**src/aimx_pkg.sv**
```systemverilog
// Package for the converter input select and sequencer block.
// Assumes a 25 MHz device clock and an AXI4-Lite register bus.
package aimx_pkg;

  // ----------------------------------------------------------------
  // Register map
  // ----------------------------------------------------------------
  localparam logic [7:0]  SEL_OFS   = 8'h00;
  localparam logic [7:0]  CTRL_OFS  = 8'h04;
  localparam logic [7:0]  STAT_OFS  = 8'h08;
  localparam logic [15:0] SEL_RST   = 16'h0000;
  localparam logic [1:0]  RESP_OKAY = 2'h0;
  localparam logic [1:0]  RESP_SLV  = 2'h2;

  // Control bits.
  localparam int CTRL_SAMPLE_REQUEST_BIT = 0;
  localparam int CTRL_RES  = 1;
  localparam int CTRL_ALT  = 2;

  // Select field positions.
  localparam int NB_LSB = 13;
  localparam int SB_LSB = 8;
  localparam int NA_LSB = 5;
  localparam int SA_LSB = 0;

  // Positive codes reserved; must not be used.
  localparam logic [4:0] POS_RSV_LO = 5'h12;
  localparam logic [4:0] POS_RSV_HI = 5'h19;
  localparam logic [4:0] POS_RSV_TOP = 5'h1F;

  // ----------------------------------------------------------------
  // Timing
  // ----------------------------------------------------------------
  localparam int CLK_NS     = 40;
  localparam int TAD_MIN_NS = 600;
  localparam int TACQ_NS    = 750;
  localparam int TAD_CYC    = (TAD_MIN_NS + CLK_NS - 1) / CLK_NS;
  localparam int TACQ_CYC   = (TACQ_NS + CLK_NS - 1) / CLK_NS;
  localparam int START_TAD  = 2;
  localparam int SAMPLE_REQUEST_BIT_TAD   = 1;
  localparam int CONV10_TAD = 12;
  localparam int CONV12_TAD = 14;
  localparam int DIS_TAD    = 12;

  typedef enum logic [2:0] {
    AIMX_IDLE, AIMX_WAIT, AIMX_SAMPLE_REQUEST_BIT, AIMX_CONV, AIMX_DIS, AIMX_SWB
  } aimx_state_t;

  typedef struct packed {
    logic [2:0] neg;
    logic [4:0] pos;
  } aimx_sel_t;

endpackage : aimx_pkg

```
**src/aimx_seq.sv**
```systemverilog
// Input select register and sample/convert sequencer.
// Assumes an AXI4-Lite master on clk, and an analog mux and converter
// core that obey the select and phase outputs.
//
// Implementation choices: the AXI4-Lite interface to the registers and the register offsets.
`timescale 1ns/1ps
`default_nettype none
module aimx_seq (
  input  wire logic             clk,
  input  wire logic             rst_b,
  input  wire logic [7:0]       s_axi_awaddr,
  input  wire logic             s_axi_awvalid,
  output var  logic             s_axi_awready,
  input  wire logic [31:0]      s_axi_wdata,
  input  wire logic [3:0]       s_axi_wstrb,
  input  wire logic             s_axi_wvalid,
  output var  logic             s_axi_wready,
  output var  logic [1:0]       s_axi_bresp,
  output var  logic             s_axi_bvalid,
  input  wire logic             s_axi_bready,
  input  wire logic [7:0]       s_axi_araddr,
  input  wire logic             s_axi_arvalid,
  output var  logic             s_axi_arready,
  output var  logic [31:0]      s_axi_rdata,
  output var  logic [1:0]       s_axi_rresp,
  output var  logic             s_axi_rvalid,
  input  wire logic             s_axi_rready,
  output var  aimx_pkg::aimx_sel_t mux_sel,
  output var  logic             mux_set_b,
  output var  logic             sample_on,
  output var  logic             convert_on,
  output var  logic             discharge_on,
  output var  logic             conv_done
);
  import aimx_pkg::*;

  // ----------------------------------------------------------------
  // Registers and bus state
  // ----------------------------------------------------------------
  logic [15:0] sel_r;
  logic        res12_r;
  logic        alt_r;
  logic        sample_request_bit_req_r;
  logic        set_b_r;
  logic        aw_got_r;
  logic        w_got_r;
  logic [7:0]  awaddr_r;
  logic [31:0] wdata_r;
  logic [3:0]  wstrb_r;
  aimx_state_t state_r;
  logic [4:0]  tad_cnt_r;
  logic [4:0]  acq_cnt_r;
  logic        tick;
  logic        tick_sync;
  logic        wr_go;
  logic        ctrl_wr;
  logic [4:0]  sb_wr;
  logic [4:0]  sa_wr;
  logic        sb_ok;
  logic        sa_ok;
  logic        sample_request_bit_start;
  logic        conv_end;
  logic        dis_end;

  // ----------------------------------------------------------------
  // Converter clock
  // ----------------------------------------------------------------
  // The divider restarts on the start write so that the wait before
  // sampling is counted in whole converter clock periods.
  assign tick_sync = ctrl_wr && wdata_r[CTRL_SAMPLE_REQUEST_BIT] && state_r == AIMX_IDLE;

  aimx_tick #(
    .DIV (TAD_CYC)
  ) u_tick (
    .clk   (clk),
    .rst_b (rst_b),
    .sync  (tick_sync),
    .tick  (tick)
  );

  // ----------------------------------------------------------------
  // Write channel
  // ----------------------------------------------------------------
  // A write completes once address and data are both held.
  assign wr_go   = aw_got_r && w_got_r && !s_axi_bvalid;
  assign ctrl_wr = wr_go && awaddr_r == CTRL_OFS && wstrb_r[0];
  assign sb_wr   = wdata_r[SB_LSB +: 5];
  assign sa_wr   = wdata_r[SA_LSB +: 5];

  // A positive code in the reserved range must never reach the mux.
  assign sb_ok   = !(sb_wr >= POS_RSV_LO && sb_wr <= POS_RSV_HI)
                   && sb_wr != POS_RSV_TOP;
  assign sa_ok   = !(sa_wr >= POS_RSV_LO && sa_wr <= POS_RSV_HI)
                   && sa_wr != POS_RSV_TOP;

  // Each ready pulses on alternate idle cycles and stays low from the
  // hand-over of its channel until the write response is taken.
  always_ff @(posedge clk or negedge rst_b) begin
    if (!rst_b) begin
      aw_got_r      <= 1'b0;
      w_got_r       <= 1'b0;
      awaddr_r      <= 8'h00;
      wdata_r       <= 32'h0000_0000;
      wstrb_r       <= 4'h0;
      s_axi_awready <= 1'b0;
      s_axi_wready  <= 1'b0;
      s_axi_bvalid  <= 1'b0;
      s_axi_bresp   <= RESP_OKAY;
    end else begin
      s_axi_awready <= !aw_got_r && !s_axi_awready && !s_axi_bvalid;
      s_axi_wready  <= !w_got_r && !s_axi_wready && !s_axi_bvalid;
      if (s_axi_awvalid && s_axi_awready) begin
        aw_got_r      <= 1'b1;
        awaddr_r      <= s_axi_awaddr;
        s_axi_awready <= 1'b0;
      end
      if (s_axi_wvalid && s_axi_wready) begin
        w_got_r      <= 1'b1;
        wdata_r      <= s_axi_wdata;
        wstrb_r      <= s_axi_wstrb;
        s_axi_wready <= 1'b0;
      end
      if (wr_go) begin
        aw_got_r     <= 1'b0;
        w_got_r      <= 1'b0;
        s_axi_bvalid <= 1'b1;
        s_axi_bresp  <= (awaddr_r == SEL_OFS || awaddr_r == CTRL_OFS
                         || awaddr_r == STAT_OFS) ? RESP_OKAY : RESP_SLV;
      end else if (s_axi_bvalid && s_axi_bready) begin
        s_axi_bvalid <= 1'b0;
      end
    end
  end

  // Select register; a byte holding a reserved positive code is ignored.
  always_ff @(posedge clk or negedge rst_b) begin
    if (!rst_b) begin
      sel_r <= SEL_RST;
    end else if (wr_go && awaddr_r == SEL_OFS) begin
      if (wstrb_r[1] && sb_ok) begin
        sel_r[15:8] <= wdata_r[15:8];
      end
      if (wstrb_r[0] && sa_ok) begin
        sel_r[7:0] <= wdata_r[7:0];
      end
    end
  end

  // Control bits; written together with the start request.
  always_ff @(posedge clk or negedge rst_b) begin
    if (!rst_b) begin
      res12_r <= 1'b0;
      alt_r   <= 1'b0;
    end else if (ctrl_wr) begin
      res12_r <= wdata_r[CTRL_RES];
      alt_r   <= wdata_r[CTRL_ALT];
    end
  end

  // ----------------------------------------------------------------
  // Read channel
  // ----------------------------------------------------------------
  // Read data are taken from the address at the hand-over edge.
  always_ff @(posedge clk or negedge rst_b) begin
    if (!rst_b) begin
      s_axi_arready <= 1'b0;
      s_axi_rvalid  <= 1'b0;
      s_axi_rdata   <= 32'h0000_0000;
      s_axi_rresp   <= RESP_OKAY;
    end else begin
      s_axi_arready <= !s_axi_arready && !s_axi_rvalid;
      if (s_axi_arvalid && s_axi_arready) begin
        s_axi_arready <= 1'b0;
        s_axi_rvalid  <= 1'b1;
        s_axi_rresp   <= RESP_OKAY;
        unique case (s_axi_araddr)
          SEL_OFS:  s_axi_rdata <= {16'h0000, sel_r};
          CTRL_OFS: s_axi_rdata <= {29'h0, alt_r, res12_r, sample_request_bit_req_r};
          STAT_OFS: s_axi_rdata <= {28'h0, set_b_r, 3'(state_r)};
          default: begin
            s_axi_rdata <= 32'h0000_0000;
            s_axi_rresp <= RESP_SLV;
          end
        endcase
      end else if (s_axi_rvalid && s_axi_rready) begin
        s_axi_rvalid <= 1'b0;
      end
    end
  end

  // ----------------------------------------------------------------
  // Sequencer
  // ----------------------------------------------------------------
  // Phase ends, each on the converter clock tick that closes it.
  assign sample_request_bit_start = state_r == AIMX_WAIT && tick && tad_cnt_r == 5'h01;
  assign conv_end   = state_r == AIMX_CONV && tick && tad_cnt_r == 5'h01;
  assign dis_end    = state_r == AIMX_DIS && tick && tad_cnt_r == 5'h01;

  // Request bit: set by software, cleared by hardware when sampling
  // starts; a new write wins over the clear.
  always_ff @(posedge clk or negedge rst_b) begin
    if (!rst_b) begin
      sample_request_bit_req_r <= 1'b0;
    end else if (ctrl_wr && wdata_r[CTRL_SAMPLE_REQUEST_BIT]) begin
      sample_request_bit_req_r <= 1'b1;
    end else if (sample_request_bit_start) begin
      sample_request_bit_req_r <= 1'b0;
    end
  end

  // Acquisition counter runs through sample and the switch-back cycle.
  // It saturates at the acquisition count so it cannot wrap.
  always_ff @(posedge clk or negedge rst_b) begin
    if (!rst_b) begin
      acq_cnt_r <= 5'h00;
    end else if (state_r == AIMX_SAMPLE_REQUEST_BIT || state_r == AIMX_SWB) begin
      if (acq_cnt_r != 5'(TACQ_CYC)) begin
        acq_cnt_r <= acq_cnt_r + 5'h01;
      end
    end else begin
      acq_cnt_r <= 5'h00;
    end
  end

  // End-of-conversion pulse, one cycle wide.
  always_ff @(posedge clk or negedge rst_b) begin
    if (!rst_b) begin
      conv_done <= 1'b0;
    end else begin
      conv_done <= conv_end;
    end
  end

  // ----------------------------------------------------------------
  // Setting select
  // ----------------------------------------------------------------
  // The setting flips as discharge ends, so that the mux already
  // routes the new setting when sample_on rises in the switch-back
  // cycle.
  always_ff @(posedge clk or negedge rst_b) begin
    if (!rst_b) begin
      set_b_r <= 1'b0;
    end else if (dis_end && alt_r) begin
      set_b_r <= !set_b_r;
    end
  end

  // A start request while running only sets the request bit.
  always_ff @(posedge clk or negedge rst_b) begin
    if (!rst_b) begin
      state_r   <= AIMX_IDLE;
      tad_cnt_r <= 5'h00;
    end else begin
      unique case (state_r)
        AIMX_IDLE: begin
          if (tick_sync) begin
            state_r   <= AIMX_WAIT;
            tad_cnt_r <= 5'(START_TAD);
          end
        end
        AIMX_WAIT: begin
          if (tick) begin
            if (tad_cnt_r == 5'h01) begin
              state_r   <= AIMX_SAMPLE_REQUEST_BIT;
              tad_cnt_r <= 5'(SAMPLE_REQUEST_BIT_TAD);
            end else begin
              tad_cnt_r <= tad_cnt_r - 5'h01;
            end
          end
        end
        AIMX_SAMPLE_REQUEST_BIT: begin
          if (tick) begin
            if (tad_cnt_r > 5'h01) begin
              tad_cnt_r <= tad_cnt_r - 5'h01;
            end else if (acq_cnt_r == 5'(TACQ_CYC)) begin
              state_r   <= AIMX_CONV;
              tad_cnt_r <= res12_r ? 5'(CONV12_TAD) : 5'(CONV10_TAD);
            end
          end
        end
        AIMX_CONV: begin
          if (tick) begin
            if (tad_cnt_r == 5'h01) begin
              state_r   <= AIMX_DIS;
              tad_cnt_r <= 5'(DIS_TAD);
            end else begin
              tad_cnt_r <= tad_cnt_r - 5'h01;
            end
          end
        end
        AIMX_DIS: begin
          if (tick) begin
            if (tad_cnt_r == 5'h01) begin
              state_r <= AIMX_SWB;
            end else begin
              tad_cnt_r <= tad_cnt_r - 5'h01;
            end
          end
        end
        // Switch-back: one sampling cycle on the device clock.
        AIMX_SWB: begin
          state_r   <= AIMX_SAMPLE_REQUEST_BIT;
          tad_cnt_r <= 5'(SAMPLE_REQUEST_BIT_TAD);
        end
        default: state_r <= AIMX_IDLE;
      endcase
    end
  end

  // ----------------------------------------------------------------
  // Outputs to the analog side
  // ----------------------------------------------------------------
  // Outputs copy the sequencer one cycle late, so all phases and the
  // routing change together on the same edge.
  always_ff @(posedge clk or negedge rst_b) begin
    if (!rst_b) begin
      mux_sel      <= '0;
      mux_set_b    <= 1'b0;
      sample_on    <= 1'b0;
      convert_on   <= 1'b0;
      discharge_on <= 1'b0;
    end else begin
      mux_set_b    <= set_b_r;
      mux_sel.neg  <= set_b_r ? sel_r[NB_LSB +: 3] : sel_r[NA_LSB +: 3];
      mux_sel.pos  <= set_b_r ? sel_r[SB_LSB +: 5] : sel_r[SA_LSB +: 5];
      sample_on    <= state_r == AIMX_SAMPLE_REQUEST_BIT || state_r == AIMX_SWB;
      convert_on   <= state_r == AIMX_CONV;
      discharge_on <= state_r == AIMX_DIS;
    end
  end

endmodule : aimx_seq
`default_nettype wire

```
**src/aimx_tick.sv**
```systemverilog
// Converter clock tick generator.
// Assumes the device clock; emits a one-cycle tick every TAD period.
`timescale 1ns/1ps
`default_nettype none
module aimx_tick #(
  parameter int DIV = 15
) (
  input  wire logic clk,
  input  wire logic rst_b,
  input  wire logic sync,
  output var  logic tick
);
  logic [7:0] cnt_r;

  always_ff @(posedge clk or negedge rst_b) begin
    if (!rst_b) begin
      cnt_r <= 8'h00;
      tick  <= 1'b0;
    end else if (sync || cnt_r == 8'(DIV - 1)) begin
      cnt_r <= 8'h00;
      tick  <= !sync;
    end else begin
      cnt_r <= cnt_r + 8'h01;
      tick  <= 1'b0;
    end
  end
endmodule : aimx_tick
`default_nettype wire

```
**config.mk**
```make
export PLATFORM = sky130hd
export DESIGN_NAME = aimx_seq
export DESIGN_NICKNAME = d
export VERILOG_FILES = /design/src/aimx_pkg.sv /design/src/aimx_seq.sv /design/src/aimx_tick.sv
export SDC_FILE = /design/constraint.sdc
export NUM_CORES = 1
export LEC_CHECK = 0
export BUFFER_PORTS_ARGS = -buffer_cell sky130_fd_sc_hd__buf_2
export CORE_ASPECT_RATIO = 0.9
export CORE_UTILIZATION = 30
export DETAILED_ROUTE_END_ITERATION = 16
export PLACE_DENSITY = 0.58
export SETUP_SLACK_MARGIN = 0.02
export SLEW_MARGIN = 20
export SYNTH_ARGS = -nofsm -noshare
export SYNTH_HDL_FRONTEND = slang
export SYNTH_SLANG_ARGS = --single-unit
```
**constraint.sdc**
```tcl
create_clock -name clk -period 2.6 [get_ports clk]
set_input_delay 0.52 -clock clk [delete_from_list [all_inputs] [get_ports clk]]
set_output_delay 0.52 -clock clk [all_outputs]
set_load 0.05 [all_outputs]
```
==> run_results.csv <==
group,metric,value,unit
synth,yosysUniqueCellTypes,56,
clock_tree,cts_hold_buf,0,
grt,track_usage,12.92,%
synth,synthArstFlopShare,100.0,%
drt,drt_iter0_drc,214,
clock_tree,cts_buffer_depth,2,
timing,setup_viol_count_final,0,
power_and_ir_drop,vdd_drop_max,0.5742,mV
synth,yosys.area.top_type,"dfrtp_1",
placement,dp_hpwl,7.090,mm
setup_path,cp.required,2840,ps
timing,rsz0062_at_grt,"false",
clock_tree,path_clk_slew,70,ps
final_layout,final_cell_area,5663,um2
timing,max_freq,0.4444,GHz
grt,overflow,0,
clock_tree,cts_resized,0,
hold_path,worstHoldPathType,"input port to asynchronous set/reset pin",
synth,synth_area,4761,um2
die,start_util,30.83,%
die,die_area,16380,um2
timing,maxSlewHeadroom,41.82,%
setup_path,r2r_end,"tad_cnt_r[3]$_DFFE_PN0P_",
drt,vias,3208,
die,die_y,121.5,um
drt,final_antenna_net_count,0,
job,maxCapViolations,0,
placement,postPlaceCellArea,5354,um2
synth,synth_seq_cells,106,
setup_path,startpoint_type,"flop",
final_layout,drive_gt1_share,34.80,%
drt,wl_per_cell,14.46,um
synth,synth_cells,389,
setup_path,crit_path_end_kind,"flop",
drt,firstDrtPassIters,4,
setup_path,r2r_start,"tad_cnt_r[1]$_DFFE_PN0P_",
synth,synth_warnings,0,
setup_path,crit_family,"simple AND/OR/NAND/NOR gates",
setup_path,crit_type,"flop to flop",
setup_path,crit_slowest_cell,"or4b_4",
timing,layout_worst_path_cycle_share,86.54,%
die,pin_count,113,
drt,drc_errors,0,
final_layout,area.growth.synth_to_final,18.95,%
clock_tree,cts_root_buffer,"clkbuf_16",
timing,worst_slew_pin_slew,870.1,ps
power_and_ir_drop,p_per_area,1002,nW/um2
synth,synth-xor-area-share,2.576,%
die,core-area,15440,um2
outcome,status,"finished clean",
timing,min_period,2250,ps
clock_tree,htree_levels,3,
drt,viasPerCell,4.725,
grt,antenna_found_initial,2,
final_layout,layout.nets,536,
synth,synth_mux_area_share,14.43,%
final_layout,stdcell_count,679,
synth,synthSimpleGateAreaFrac,10.83,%
setup_path,reg2reg_setup_slack,350,ps
synth,yosysSeqAreaShare,55.72,%
setup_path,crit_fanout,4,
placement,port_buffers,76,
setup_path,cp_cell_sequence,"inv_1 -> ha_1 -> or4b_4 -> a221o_1 -> o31ai_4 -> nor2_4 -> mux2_4",
grt,grt_max_degree,57,
die,die_w,134.8,um
placement,place.gp.congestion,0.8040,
timing,slew_viol_final,0,
timing,hold_viol_final,0,
synth,ys.flop_type,"dfrtp_1",
synth,yosys-top-cells-area,"dfrtp_1 (56%), mux2_2 (13%), buf_4 (2.8%), a22o_1 (2.8%), nor2_1 (2.0%)",
setup_path,cp_num_buf_inv,1,
clock_tree,cts_num_sinks,106,
setup_path,cpPeakStageDelay,500,ps
synth,synth_most_common_cell,"dfrtp_1",
final_layout,antenna_cells,0,
placement,dp_cells,663,
synth,synth_adder_area_share,1.314,%
power_and_ir_drop,p_total,5673,uW
clock_tree,clk_latency,350,ps
grt,grt_pass1_wl,16.48,mm
clock_tree,cts_buffers,9,
synth,synth_compound_area_share,10.07,%
synth,synth_edf_count,0,
synth,synth_top_family_by_area,"multiplexers",
drt,routed_wl,9.816,mm
synth,netlist_top_cells_count,"dfrtp_1 (106), mux2_2 (53), nor2_1 (26)",
synth,synth_top_area_share,55.72,%
timing,finalSetupTns,0,ps
grt,grt_pass1_vias,3255,
setup_path,worst-endpoint-arrival,2490,ps
timing,skew,8.229,ps
power_and_ir_drop,p_leak,0.002766,uW
clock_tree,tritoncts,"built",
setup_path,rr_worst_depth,7,
die,num_rows,43,
clock_tree,post_cts_buffers,0,
synth,syn_avg_cell_area,12.24,um2
## stage by stage
| step | setup slack [ps] | utilization, % | hold slack (ps) |
|---|---|---|---|
| finish | 350.0 | 36.67 | 232.0 |
| floorplan | 505.0 | - | 224.4 |
| global route | 222.0 | 36.67 | 288.4 |
| global placement | 409.7 | 34.67 | 450.2 |
| CTS | 355.1 | 36.67 | 251.7 |
| detailed placement | 365.6 | 34.67 | 454.1 |
## sequential cells by signal, summed over array words and instances (netlist names), 2 cells and up
register / count
acq_cnt_r: 5
awaddr_r: 8
mux_sel: 8
s_axi_rdata: 16
sel_r: 16
state_r: 3
tad_cnt_r: 5
u_tick.cnt_r: 8
wdata_r: 16
wstrb_r: 2
## cells in the final DEF (no fill, tap or decap), drive strengths merged, types with 4 or more instances in the layout
cell    Yosys  final
conb        1     18
a21oi       8      8
o21ai      13     13
nand3       7      7
inv        14     18
buf        20     84
nor2b       6      6
nand2      23     23
xor2       10     10
mux2       55     55
clkbuf      9     10
nor3        7      7
xnor2       4      4
nor2       27     27
ha          5      5
dfrtp     106    106
a22o       15     15
and2        6      6
mux2i       6      6
## worst register-to-register path, delay by kind of cell, from the launching register on
kind                     cells  cell delay [ps]
AND/OR/NAND/NOR              2              600
AO/OA/AOI/OAI                2              480
flip-flops                   1              420
multiplexers                 1              330
adder cells (fa/ha/maj)      1              210
buffers and inverters        1              110
## worst max-delay path by stage
| stage | start | to | slack (ps) | depth (start not counted) |
|---|---|---|---|---|
| 2_1_floorplan | tad_cnt_r[1]$_DFFE_PN0P_ | tad_cnt_r[0]$_DFFE_PN0P_ | 510 | 7 |
| 3_3_place_gp | tad_cnt_r[1]$_DFFE_PN0P_ | tad_cnt_r[0]$_DFFE_PN0P_ | 410 | 7 |
| 3_5_place_dp | tad_cnt_r[1]$_DFFE_PN0P_ | tad_cnt_r[3]$_DFFE_PN0P_ | 370 | 7 |
| 4_1_cts | tad_cnt_r[1]$_DFFE_PN0P_ | tad_cnt_r[3]$_DFFE_PN0P_ | 360 | 7 |
| 5_1_grt | tad_cnt_r[1]$_DFFE_PN0P_ | tad_cnt_r[1]$_DFFE_PN0P_ | 220 | 7 |
| 6_report | tad_cnt_r[1]$_DFFE_PN0P_ | tad_cnt_r[3]$_DFFE_PN0P_ | 350 | 7 |
## kinds of logic after synthesis
family          after synthesis
xor+xnor                     14
flops                       106
other cells                   1
compound gates               61
buf+inv                      43
fa+ha+maj                     5
simple gates                 98
mux                          61
## report_power, final
| group | switching (uW) | internal, uW |
|---|---|---|
| combinational | 995 | 755 |
| sequential | 440 | 2070 |
| clock | 625 | 786 |
## area by class of cell
type	count	area, um2
inverters	14	52.55
repair buffers	84	455.4
clock inverters	6	70.07
fillers	1533	9778
flip-flops and latches	106	2653
clock buffers	10	239.0
well taps	202	252.7
multi-input cells	257	1941
## layer usage
metal	share of wire [%]	global-route usage [%]	vias to the layer above	wire (um)
li1	-	-	1514	-
met1	48	17.28	1591	4741
met2	45	20.20	84	4426
met3	5.2	3.467	15	511
met4	1.1	4.424	4	112
met5	0.23	0	-	23
Power figures use the tool's default switching activity.
